## src/ucfs_pkg.sv

```systemverilog
// Constants and types shared by the serial frame control block.
// Assumes a 32-bit AHB-Lite slave port where each register takes one word.
`default_nettype none
package ucfs_pkg;
  // Register indices; the byte address is four times the index.
  localparam logic [11:0] IDX_DATA   = 12'h0f40;
  localparam logic [11:0] IDX_CTL0   = 12'h0f42;
  localparam logic [11:0] IDX_CTL1   = 12'h0f43;
  localparam logic [11:0] IDX_MPSTAT = 12'h0f44;
  localparam logic [11:0] IDX_BAUD   = 12'h0f48;
  localparam logic [11:0] IDX_ISTS   = 12'h0f49;
  localparam logic [11:0] IDX_IMASK  = 12'h0f4a;
  localparam logic [11:0] IDX_NONE   = 12'h0000;
  localparam logic [2:0]  HSIZE_WORD = 3'h2;
  // Primary control fields.
  localparam int C0_TEN  = 7;
  localparam int C0_REN  = 6;
  localparam int C0_CLEAR_TO_SEND_GATING = 5;
  localparam int C0_PEN  = 4;
  localparam int C0_PSEL = 3;
  localparam int C0_SEND_BREAK_BIT = 2;
  localparam int C0_STOP = 1;
  localparam int C0_LOOPBACK_ENABLE_BIT = 0;
  // Second control fields.
  localparam int C1_NINTH_BIT_MODE_ENABLE = 6;
  localparam int C1_MPBT = 4;
  // Multiprocessor status fields.
  localparam int MS_FIRST_BYTE_OF_FRAME_FLAG = 1;
  localparam int MS_RECEIVED_NINTH_BIT   = 0;
  // Interrupt status and mask fields.
  localparam int IRQ_W   = 5;
  localparam int IRQ_RX  = 0;
  localparam int IRQ_TX  = 1;
  localparam int IRQ_PAR = 2;
  localparam int IRQ_FRM = 3;
  localparam int IRQ_BRK = 4;
  // Reset values.
  localparam logic [7:0]  CTL_RST  = 8'h00;
  localparam logic [15:0] BAUD_RST = 16'h0001;
  // Oversampling: sixteen ticks per bit, sampled at the middle tick.
  localparam logic [3:0]  SUB_LAST = 4'hf;
  localparam logic [3:0]  SUB_MID  = 4'h7;
  localparam logic [3:0]  TX_BITS  = 4'ha;
  typedef struct packed {
    logic nine_en;
    logic par_en;
    logic par_odd;
    logic two_stop;
    logic nine_tx;
  } ucfs_frame_t;
endpackage
`default_nettype wire

```

## src/ucfs_tx.sv

```systemverilog
// Serial character transmitter, least significant bit first.
// Assumes a one-cycle oversampling tick at sixteen times the bit rate.
`default_nettype none
module ucfs_tx
  import ucfs_pkg::*;
(
  input  wire logic        clk,
  input  wire logic        rst_n,
  input  wire logic        tick,
  input  wire logic        start,
  input  wire logic        abort,
  input  wire logic [7:0]  data,
  input  wire ucfs_frame_t cfg,
  output var  logic        busy,
  output var  logic        ser
);
  logic [11:0] shift_reg;
  logic [3:0]  cnt_reg;
  logic [3:0]  sub_reg;
  logic        extra;
  logic        extra_bit;
  assign extra     = cfg.nine_en | cfg.par_en;
  assign extra_bit = cfg.nine_en ? cfg.nine_tx : (^data ^ cfg.par_odd);
  always_ff @(posedge clk or negedge rst_n) begin
    if (!rst_n) begin
      shift_reg <= 12'h0fff;
      cnt_reg   <= 4'h0;
      sub_reg   <= 4'h0;
      busy      <= 1'b0;
    end else if (abort) begin
      busy      <= 1'b0;
      shift_reg <= 12'h0fff;
    end else if (start && !busy) begin
      // Frame length counts start, data, optional ninth bit and stops.
      shift_reg <= {2'b11, extra ? extra_bit : 1'b1, data, 1'b0};
      cnt_reg   <= TX_BITS + {3'h0, extra} + {3'h0, cfg.two_stop};
      sub_reg   <= 4'h0;
      busy      <= 1'b1;
    end else if (busy && tick) begin
      sub_reg <= sub_reg + 4'h1;
      if (sub_reg == SUB_LAST) begin
        shift_reg <= {1'b1, shift_reg[11:1]};
        cnt_reg   <= cnt_reg - 4'h1;
        busy      <= (cnt_reg != 4'h1);
      end
    end
  end
  always_ff @(posedge clk or negedge rst_n) begin
    if (!rst_n) begin
      ser <= 1'b1;
    end else begin
      ser <= busy ? shift_reg[0] : 1'b1;
    end
  end
endmodule
`default_nettype wire

```

## src/ucfs_rx.sv

```systemverilog
// Serial character receiver with mid-bit sampling and one stop bit checked.
// Assumes a synchronised serial input and a sixteen-times oversampling tick.
`default_nettype none
module ucfs_rx
  import ucfs_pkg::*;
(
  input  wire logic        clk,
  input  wire logic        rst_n,
  input  wire logic        tick,
  input  wire logic        en,
  input  wire logic        rxi,
  input  wire ucfs_frame_t cfg,
  output var  logic        done,
  output var  logic [7:0]  data,
  output var  logic        extra_bit,
  output var  logic        perr,
  output var  logic        ferr,
  output var  logic        brk
);
  logic [8:0] sh_reg;
  logic [3:0] idx_reg;
  logic [3:0] sub_reg;
  logic       act_reg;
  logic       extra;
  logic [3:0] last;
  assign extra = cfg.nine_en | cfg.par_en;
  assign last  = 4'h9 + {3'h0, extra};
  always_ff @(posedge clk or negedge rst_n) begin
    if (!rst_n) begin
      sh_reg <= 9'h000;
      idx_reg <= 4'h0;
      sub_reg <= 4'h0;
      act_reg <= 1'b0;
      done <= 1'b0;
      data <= 8'h00;
      extra_bit <= 1'b0;
      perr <= 1'b0;
      ferr <= 1'b0;
      brk <= 1'b0;
    end else begin
      done <= 1'b0;
      if (!en) begin
        act_reg <= 1'b0;
      end else if (!act_reg) begin
        act_reg <= !rxi;
        sub_reg <= 4'h0;
        idx_reg <= 4'h0;
      end else if (tick) begin
        sub_reg <= sub_reg + 4'h1;
        if (sub_reg == SUB_MID) begin
          idx_reg <= idx_reg + 4'h1;
          if (idx_reg == 4'h0) begin
            act_reg <= !rxi;
          end else if (idx_reg == last) begin
            act_reg   <= 1'b0;
            done      <= 1'b1;
            data      <= sh_reg[7:0];
            extra_bit <= extra & sh_reg[8];
            perr      <= cfg.par_en && ((^sh_reg) != cfg.par_odd);
            ferr      <= !rxi;
            brk       <= !rxi && (sh_reg == 9'h000);
          end else begin
            sh_reg[idx_reg - 4'h1] <= rxi;
          end
        end
      end
      if (!act_reg && en && !rxi) begin
        sh_reg <= 9'h000;
      end
    end
  end
endmodule
`default_nettype wire

```

## src/ucfs_top.sv

```systemverilog
// Serial port frame control and multiprocessor status behind an AHB-Lite slave.
// Assumes one bus master, word transfers, and asynchronous rxd and cts_n pins.
//
// Functional notes
// - First-data-byte flag sets on a frame's first data byte, clears on data read.
// - Status bit zero shows last ninth bit received, cleared on data read.
// - Control bit seven enables the transmitter.
// - With gating bit set, a character starts only while CTS is low.
// - Control bit six enables the receiver.
// - Parity enable adds a parity bit on transmit and receive.
// - Nine-bit mode overrides the parity enable.
// - Bit three selects even parity at zero, odd parity at one.
// - Send-break forces the transmit output low, cutting any character.
// - Releasing break adds no stop bit or idle time.
// - Control bit one selects one or two stop bits.
// - Loopback bit routes transmitted data into the receiver.
// - Second control bit six enables nine-bit multiprocessor characters.
`default_nettype none
module ucfs_top
  import ucfs_pkg::*;
(
  input  wire logic        hclk,
  input  wire logic        hresetn,
  input  wire logic        hsel,
  input  wire logic [31:0] haddr,
  input  wire logic [1:0]  htrans,
  input  wire logic        hwrite,
  input  wire logic [2:0]  hsize,
  input  wire logic [31:0] hwdata,
  input  wire logic        hready,
  output var  logic        hreadyout,
  output var  logic        hresp,
  output var  logic [31:0] hrdata,
  input  wire logic        rxd,
  input  wire logic        cts_n,
  output var  logic        txd,
  output var  logic        irq
);
  logic [7:0]       ctl0_reg;
  logic [7:0]       ctl1_reg;
  logic [15:0]      baud_reg;
  logic [15:0]      bcnt_reg;
  logic             tick_reg;
  logic [7:0]       txbuf_reg;
  logic             txfull_reg;
  logic [7:0]       rxbuf_reg;
  logic             first_byte_of_frame_flag_reg;
  logic             received_ninth_bit_reg;
  logic             lastaddr_reg;
  logic [IRQ_W-1:0] ists_reg;
  logic [IRQ_W-1:0] imask_reg;
  logic             wr_pend_reg;
  logic             rd_pend_reg;
  logic [11:0]      idx_reg;
  logic             rxd_s1;
  logic             rxd_s2;
  logic             cts_s1;
  logic             cts_s2;
  logic             txbusy_dly_reg;
  logic             acc;
  logic             map_ok;
  logic             data_rd;
  logic             tx_go;
  logic             tx_start;
  logic             tx_busy;
  logic             tx_ser;
  logic             rx_in;
  logic             rx_done;
  logic [7:0]       rx_data;
  logic             rx_extra;
  logic             rx_perr;
  logic             rx_ferr;
  logic             rx_brk;
  logic [IRQ_W-1:0] ev;
  logic [IRQ_W-1:0] w1c;
  logic [31:0]      rd_mux;
  ucfs_frame_t      cfg;

  // Pin synchronisers.
  always_ff @(posedge hclk or negedge hresetn) begin
    if (!hresetn) begin
      rxd_s1 <= 1'b1;
      rxd_s2 <= 1'b1;
      cts_s1 <= 1'b1;
      cts_s2 <= 1'b1;
    end else begin
      rxd_s1 <= rxd;
      rxd_s2 <= rxd_s1;
      cts_s1 <= cts_n;
      cts_s2 <= cts_s1;
    end
  end

  // Bus address phase capture; reads take one wait state.
  assign acc    = hsel && htrans[1] && hready;
  assign map_ok = (haddr[31:14] == 18'h00000) && (haddr[1:0] == 2'b00);
  always_ff @(posedge hclk or negedge hresetn) begin
    if (!hresetn) begin
      wr_pend_reg <= 1'b0;
      rd_pend_reg <= 1'b0;
      idx_reg     <= IDX_NONE;
      hreadyout   <= 1'b1;
    end else begin
      wr_pend_reg <= acc && hwrite && (hsize == HSIZE_WORD);
      rd_pend_reg <= acc && !hwrite;
      hreadyout   <= !(acc && !hwrite);
      if (acc) begin
        idx_reg <= map_ok ? haddr[13:2] : IDX_NONE;
      end
    end
  end

  // Every transfer is answered OKAY; the slave never signals an error.
  always_ff @(posedge hclk or negedge hresetn) begin
    if (!hresetn) begin
      hresp <= 1'b0;
    end else begin
      hresp <= 1'b0;
    end
  end

  // Read multiplexer; unmapped indices read as zero.
  always_comb begin
    rd_mux = 32'h0000_0000;
    unique case (idx_reg)
      IDX_DATA:   rd_mux[7:0] = rxbuf_reg;
      IDX_CTL0:   rd_mux[7:0] = ctl0_reg;
      IDX_CTL1:   rd_mux[7:0] = ctl1_reg;
      IDX_MPSTAT: rd_mux[1:0] = {first_byte_of_frame_flag_reg, received_ninth_bit_reg};
      IDX_BAUD:   rd_mux[15:0] = baud_reg;
      IDX_ISTS:   rd_mux[IRQ_W-1:0] = ists_reg;
      IDX_IMASK:  rd_mux[IRQ_W-1:0] = imask_reg;
      default:    rd_mux = 32'h0000_0000;
    endcase
  end

  always_ff @(posedge hclk or negedge hresetn) begin
    if (!hresetn) begin
      hrdata <= 32'h0000_0000;
    end else if (rd_pend_reg) begin
      hrdata <= rd_mux;
    end
  end

  assign data_rd = rd_pend_reg && (idx_reg == IDX_DATA);

  // Control registers; software keeps them still while the port runs.
  // Nothing blocks a write while enabled, so such a change applies at once.
  always_ff @(posedge hclk or negedge hresetn) begin
    if (!hresetn) begin
      ctl0_reg <= CTL_RST;
      ctl1_reg <= CTL_RST;
      baud_reg <= BAUD_RST;
    end else if (wr_pend_reg) begin
      if (idx_reg == IDX_CTL0) begin
        ctl0_reg <= hwdata[7:0];
      end
      if (idx_reg == IDX_CTL1) begin
        ctl1_reg <= hwdata[7:0];
      end
      if (idx_reg == IDX_BAUD) begin
        baud_reg <= hwdata[15:0];
      end
    end
  end

  // Frame format as seen by both shifters.
  always_comb begin
    cfg.nine_en  = ctl1_reg[C1_NINTH_BIT_MODE_ENABLE];
    cfg.par_en   = ctl0_reg[C0_PEN] && !ctl1_reg[C1_NINTH_BIT_MODE_ENABLE];
    cfg.par_odd  = ctl0_reg[C0_PSEL];
    cfg.two_stop = ctl0_reg[C0_STOP];
    cfg.nine_tx  = ctl1_reg[C1_MPBT];
  end

  // Oversampling tick every divisor cycles; a divisor of zero acts as one.
  always_ff @(posedge hclk or negedge hresetn) begin
    if (!hresetn) begin
      bcnt_reg <= 16'h0000;
      tick_reg <= 1'b0;
    end else if ((bcnt_reg + 16'h0001) >= baud_reg) begin
      bcnt_reg <= 16'h0000;
      tick_reg <= 1'b1;
    end else begin
      bcnt_reg <= bcnt_reg + 16'h0001;
      tick_reg <= 1'b0;
    end
  end

  // Transmit holding byte.
  // A second write before the shifter takes the first byte overwrites it.
  always_ff @(posedge hclk or negedge hresetn) begin
    if (!hresetn) begin
      txbuf_reg  <= 8'h00;
      txfull_reg <= 1'b0;
    end else if (wr_pend_reg && (idx_reg == IDX_DATA)) begin
      txbuf_reg  <= hwdata[7:0];
      txfull_reg <= 1'b1;
    end else if (tx_start) begin
      txfull_reg <= 1'b0;
    end
  end

  // CTS gates only the start of a character; one already under way finishes.
  // Enable and CTS gating
  assign tx_go    = ctl0_reg[C0_TEN] && (!ctl0_reg[C0_CLEAR_TO_SEND_GATING] || !cts_s2);
  assign tx_start = tx_go && txfull_reg && !tx_busy;

  ucfs_tx u_tx (
    .clk   (hclk),
    .rst_n (hresetn),
    .tick  (tick_reg),
    .start (tx_start),
    .abort (!ctl0_reg[C0_TEN]),
    .data  (txbuf_reg),
    .cfg   (cfg),
    .busy  (tx_busy),
    .ser   (tx_ser)
  );

  // The shifter keeps running under a break, so software waits for idle first.
  // Break forces low
  always_ff @(posedge hclk or negedge hresetn) begin
    if (!hresetn) begin
      txd <= 1'b1;
    end else begin
      txd <= ctl0_reg[C0_SEND_BREAK_BIT] ? 1'b0 : tx_ser;
    end
  end

  assign rx_in = ctl0_reg[C0_LOOPBACK_ENABLE_BIT] ? txd : rxd_s2;

  // Only the first stop bit is checked, so two-stop frames are received too.
  ucfs_rx u_rx (
    .clk       (hclk),
    .rst_n     (hresetn),
    .tick      (tick_reg),
    .en        (ctl0_reg[C0_REN]),
    .rxi       (rx_in),
    .cfg       (cfg),
    .done      (rx_done),
    .data      (rx_data),
    .extra_bit (rx_extra),
    .perr      (rx_perr),
    .ferr      (rx_ferr),
    .brk       (rx_brk)
  );

  always_ff @(posedge hclk or negedge hresetn) begin
    if (!hresetn) begin
      rxbuf_reg <= 8'h00;
    end else if (rx_done) begin
      rxbuf_reg <= rx_data;
    end
  end

  always_ff @(posedge hclk or negedge hresetn) begin
    if (!hresetn) begin
      received_ninth_bit_reg <= 1'b0;
    end else if (rx_done) begin
      received_ninth_bit_reg <= cfg.nine_en && rx_extra;
    end else if (data_rd) begin
      received_ninth_bit_reg <= 1'b0;
    end
  end

  // The flag depends on the previous ninth bit, so that bit is remembered.
  // First data byte flag
  always_ff @(posedge hclk or negedge hresetn) begin
    if (!hresetn) begin
      first_byte_of_frame_flag_reg   <= 1'b0;
      lastaddr_reg <= 1'b0;
    end else if (rx_done && cfg.nine_en) begin
      first_byte_of_frame_flag_reg   <= !rx_extra && lastaddr_reg;
      lastaddr_reg <= rx_extra;
    end else if (data_rd) begin
      first_byte_of_frame_flag_reg <= 1'b0;
    end
  end

  // Interrupt events, sticky status with write-one-to-clear and mask.
  always_ff @(posedge hclk or negedge hresetn) begin
    if (!hresetn) begin
      txbusy_dly_reg <= 1'b0;
    end else begin
      txbusy_dly_reg <= tx_busy;
    end
  end

  always_comb begin
    ev = '0;
    ev[IRQ_RX]  = rx_done;
    ev[IRQ_TX]  = txbusy_dly_reg && !tx_busy;
    ev[IRQ_PAR] = rx_done && rx_perr;
    ev[IRQ_FRM] = rx_done && rx_ferr;
    ev[IRQ_BRK] = rx_done && rx_brk;
  end

  assign w1c = (wr_pend_reg && (idx_reg == IDX_ISTS)) ? hwdata[IRQ_W-1:0] : '0;

  for (genvar i = 0; i < IRQ_W; i++) begin : g_ists
    always_ff @(posedge hclk or negedge hresetn) begin
      if (!hresetn) begin
        ists_reg[i] <= 1'b0;
      end else if (ev[i]) begin
        ists_reg[i] <= 1'b1;
      end else if (w1c[i]) begin
        ists_reg[i] <= 1'b0;
      end
    end
  end

  always_ff @(posedge hclk or negedge hresetn) begin
    if (!hresetn) begin
      imask_reg <= '0;
    end else if (wr_pend_reg && (idx_reg == IDX_IMASK)) begin
      imask_reg <= hwdata[IRQ_W-1:0];
    end
  end

  // The output is taken from the next status value, so it rises with the bit
  // and falls in the same cycle as a write-one-to-clear.
  always_ff @(posedge hclk or negedge hresetn) begin
    if (!hresetn) begin
      irq <= 1'b0;
    end else begin
      irq <= |((ists_reg | ev) & ~(w1c & ~ev) & imask_reg);
    end
  end
endmodule
`default_nettype wire

```

## config.mk

```make
export PLATFORM = sky130hd
export DESIGN_NAME = ucfs_top
export DESIGN_NICKNAME = d
export VERILOG_FILES = /design/src/ucfs_pkg.sv /design/src/ucfs_tx.sv /design/src/ucfs_rx.sv /design/src/ucfs_top.sv
export SDC_FILE = /design/constraint.sdc
export NUM_CORES = 1
export LEC_CHECK = 0
export BUFFER_PORTS_ARGS = -buffer_cell sky130_fd_sc_hd__buf_2
export CAP_MARGIN = 20
export CORE_ASPECT_RATIO = 1.5
export CORE_UTILIZATION = 52
export CTS_CLUSTER_SIZE = 10
export DETAILED_ROUTE_END_ITERATION = 8
export PLACE_DENSITY = 0.76
export RECOVER_POWER = 100
export SETUP_SLACK_MARGIN = 0.3
export SYNTH_ARGS = -nofsm -noshare
export SYNTH_HDL_FRONTEND = slang
export SYNTH_SLANG_ARGS = --single-unit
```

## constraint.sdc

```tcl
create_clock -name hclk -period 2.9 [get_ports hclk]
set_clock_uncertainty 0.1 [all_clocks]
set_input_delay 0.29 -clock hclk [delete_from_list [all_inputs] [get_ports hclk]]
set_output_delay 0.29 -clock hclk [all_outputs]
set_load 0.02 [all_outputs]
```

==> metrics.md <==
| Metric | Value |
|---|---|
| Run status | complete, but fails checks |
| Failing checks | hold timing, capacitance limit, slew limit |
| Share of cells above drive strength 1 | 23.84% |
| Final WS setup | 0.03734 ns |
| N_diodes | 0 |
| Crit. End Element | flop |
| FFs w/ async S/R, synth | 100.0% |
| Final min period | 2.863 ns |
| Post-route ant nets | 0 |
| Critical path class | reg -> reg |
| Area of the multi-input gates | 3689 um^2 |
| Hold WS | -0.01575 ns |
| Crit path max fanout | 6 |
| Busiest metal layer after global routing | met2 |
| Ys Warns | 0 |
| Largest net degree at the start of global routing | 79 |
| Worst vdd ir | 0.0002797 V |
| Fmax | 349.3 MHz |
| Cts bufs inserted | 17 |
| Count leader, synth | dfrtp_1 |
| Die width | 104.8 um |
| CTS tree | built |
| Leakage power | 4.530 nW |
| Tightest Pin Transition | 1.948 ns |
| Worst relative slew slack | -29.85% |
| Startpoint Class | flop |
| Final cell count without fillers | 1,105 |
| Max stage delay on crit path | 0.45 ns |
| Cells after Synth | 764 |
| WL/cell | 18.05 um |
| Sequential-to-total area share from yosys stat | 51.24% |
| Cell Area, Synth | 8249 um^2 |
| Total power | 5.515 mW |
| Ports | 112 |
| FILL cells | 1,264 |
| Post-synth EDFFs | 0 |
| Starting Density | 53.03% |
| Final setup viols | 0 |
| Share of the synthesized area in the top cell type | 45.50% |
| RSZ-0062 raised after global routing | yes |
| Die area | 16,380 um^2 |
| Core area | 15,550 um^2 |
| Final Hold Fails | 2 |
| GR Util met2 | 45.41% |
| Placed cell count | 1,040 |
| M3 GR Usage | 3.873% |
| Synth-to-layout area growth | 19.43% |
| Overflow after GRT | 0 |
| Met1 GRT Util | 28.11% |
| TritonRoute pass-1 iters | 6 |
| Remaining DRCs | 0 |
| Post-synth top area cell | dfrtp_1 |
| Detailed Route Iter0 Violations | 360 |
| CP max-delay cell | dfrtp_1 |
| Clock tree sinks | 168 |
| Worst-Skew Late Latency | 0.43 ns |
| Library cells used by synthesis | 61 |
| Port bufs | 77 |
| Vias | 6,294 |
| Maximum capacitance violations | 1 |
| Worst EP required | 3.15 ns |
| Hold crit path type | in -> reg |
| Chip Height | 156.3 um |
| Root Buffer | clkbuf_16 |
| Worst Path Arrival | 3.11 ns |
| Final Cycle Share | 98.71% |
| Power per cell area | 559.8 nW/um^2 |
| RD Place Congestion | 0.8407 |
| Clk buf depth | 2 |
| Row cnt | 56 |
| Post-place setup slack | 0.1037 ns |
| All-layer global routing usage | 24.58% |
| HPWL after DPL | 13,160 um |
| First-pass GRT wire length | 31,350 um |
| Synth Flop Type | dfrtp_1 |
| Cells along the critical path | nand4_1, nor4_2, buf_4, nand3_4, xnor2_2, ha_1, a21o_1, a21o_1, a21oi_2, o211ai_1, buf_4, buf_8, nor2b_1 |
| Final Max Tran Viols | 78 |
| Storage element area | 4229 um^2 |
| Routed WL | 19,950 um |
| Reg clk slew, reported paths | 0.07 ns |
| Syn_area_per_cell | 10.80 um^2 |
| DR vias/cell | 5.696 |
| Most frequent cells after synthesis | dfrtp_1, nand2_1, inv_1 |
| Number of global-route vias before repair | 6,273 |
| Synth Register Bits | 168 |
| Max H-tree Level | 4 |
| Area contributors post-synth | dfrtp_1, mux2_2, dfstp_2 |
| Final #Nets | 997 |
| Initial antenna violation count | 1 |
==> area by class of cell <==
type                            instances  area share (%)
Inverter                               57           2.172
Timing Repair Buffer                  135           8.573
Sequential cell                       168           42.93
Clock buffer                           19           4.597
Multi-Input combinational cell        510           37.44
Clock inverter                         13           1.715
Tap cell                              203           2.578
==> cell families (layout without fill, tap and decap cells) <==
| group | count (synthesis) | after routing | share of synthesized area [%] |
|---|---|---|---|
| AOI/OAI and AO/OA | 143 | 143 | 11.62 |
| buffers and inverters | 102 | 224 | 5.612 |
| adders and majority gates | 32 | 32 | 4.854 |
| and+or+nand+nor | 228 | 228 | 14.92 |
| other | 1 | 17 | 0.04546 |
| muxes | 57 | 57 | 8.206 |
| DFF | 168 | 168 | 51.24 |
| xor gates and xnor gates | 33 | 33 | 3.504 |
==> routing by layer <==
layer / wire length, um / vias to the layer above
met5: 13 / -
li1: - / 2912
met1: 7751 / 3182
met4: 670 / 2
met3: 542 / 50
met2: 10970 / 148
==> layout by cell type, fill, tap and decap left out, types with 15 or more instances in the layout <==
cell type      Yosys  layout
nand3_1           37      33
inv_1             57      57
xnor2_1           20      18
a22o_1            22      22
dfstp_2           18      17
buf_4             17      22
ha_1              32      31
nand4_1           15      15
conb_1             1      17
buf_2              1      57
dfrtp_1          150     148
clkbuf_16          0      17
a21oi_1           23      21
nand2_1           88      90
o21ai_0           46      45
nor2b_1           19      17
dlygate4sd3_1      0      21
mux2_2            45      44
clkbuf_1          22      28
==> power by group <==
group / switching, mW / total, mW / internal, mW
clock network: 0.951 / 2.36 / 1.41
registers: 0.0971 / 2.53 / 2.44
logic: 0.345 / 0.622 / 0.278
total: 1.39 / 5.51 / 4.12
==> critical path, delay by kind of cell, from the launching register on <==
family | cells | cell delay (ns)
xor gates and xnor gates | 1 | 0.14
buffers and inverters | 3 | 0.48
DFF | 1 | 0.45
adders and majority gates | 1 | 0.30
AOI/OAI and AO/OA | 4 | 0.66
and+or+nand+nor | 4 | 0.65
==> worst paths after layout <==
path / from / end / slack [ns] / depth (start not counted)
max in group asynchronous: hresetn / u_tx.shift_reg[9] / 0.51 / 3
min in group asynchronous: hresetn / u_rx.sub_reg[1] / 0.86 / 2
hold reg to reg: rxd_s1 / rxd_s2 / 0.25 / 0
setup / recovery: bcnt_reg[1] / bcnt_reg[9] / 0.04 / 13
setup reg to reg: bcnt_reg[1] / bcnt_reg[9] / 0.04 / 13
hold / removal: hwdata[12] / baud_reg[12] / -0.02 / 2
==> stage by stage <==
| step | instance area, um^2 | TNS, ns | utilization (%) |
|---|---|---|---|
| 4_1_cts | 9899 | 0 | 63.64 |
| 5_1_grt | 9852 | -0.9323 | 63.34 |
| 3_3_place_gp | 8952 | 0 | 57.55 |
| 6_report | 9852 | 0 | 63.34 |
| 3_5_place_dp | 8952 | 0 | 57.55 |
| 2_1_floorplan | 8347 | 0 | - |
==> timing repair <==
action / 4_1_cts / 5_1_grt
endpoints found under the setup margin: 17 / 47
gates cloned: 1 / 0
gates resized for setup: 16 / 21
hold endpoints to repair: 87 / 0
pin swaps: 14 / 6
buffers inserted: 7 / 4
hold buffers: 21 / 0
Power figures use the tool's default switching activity.
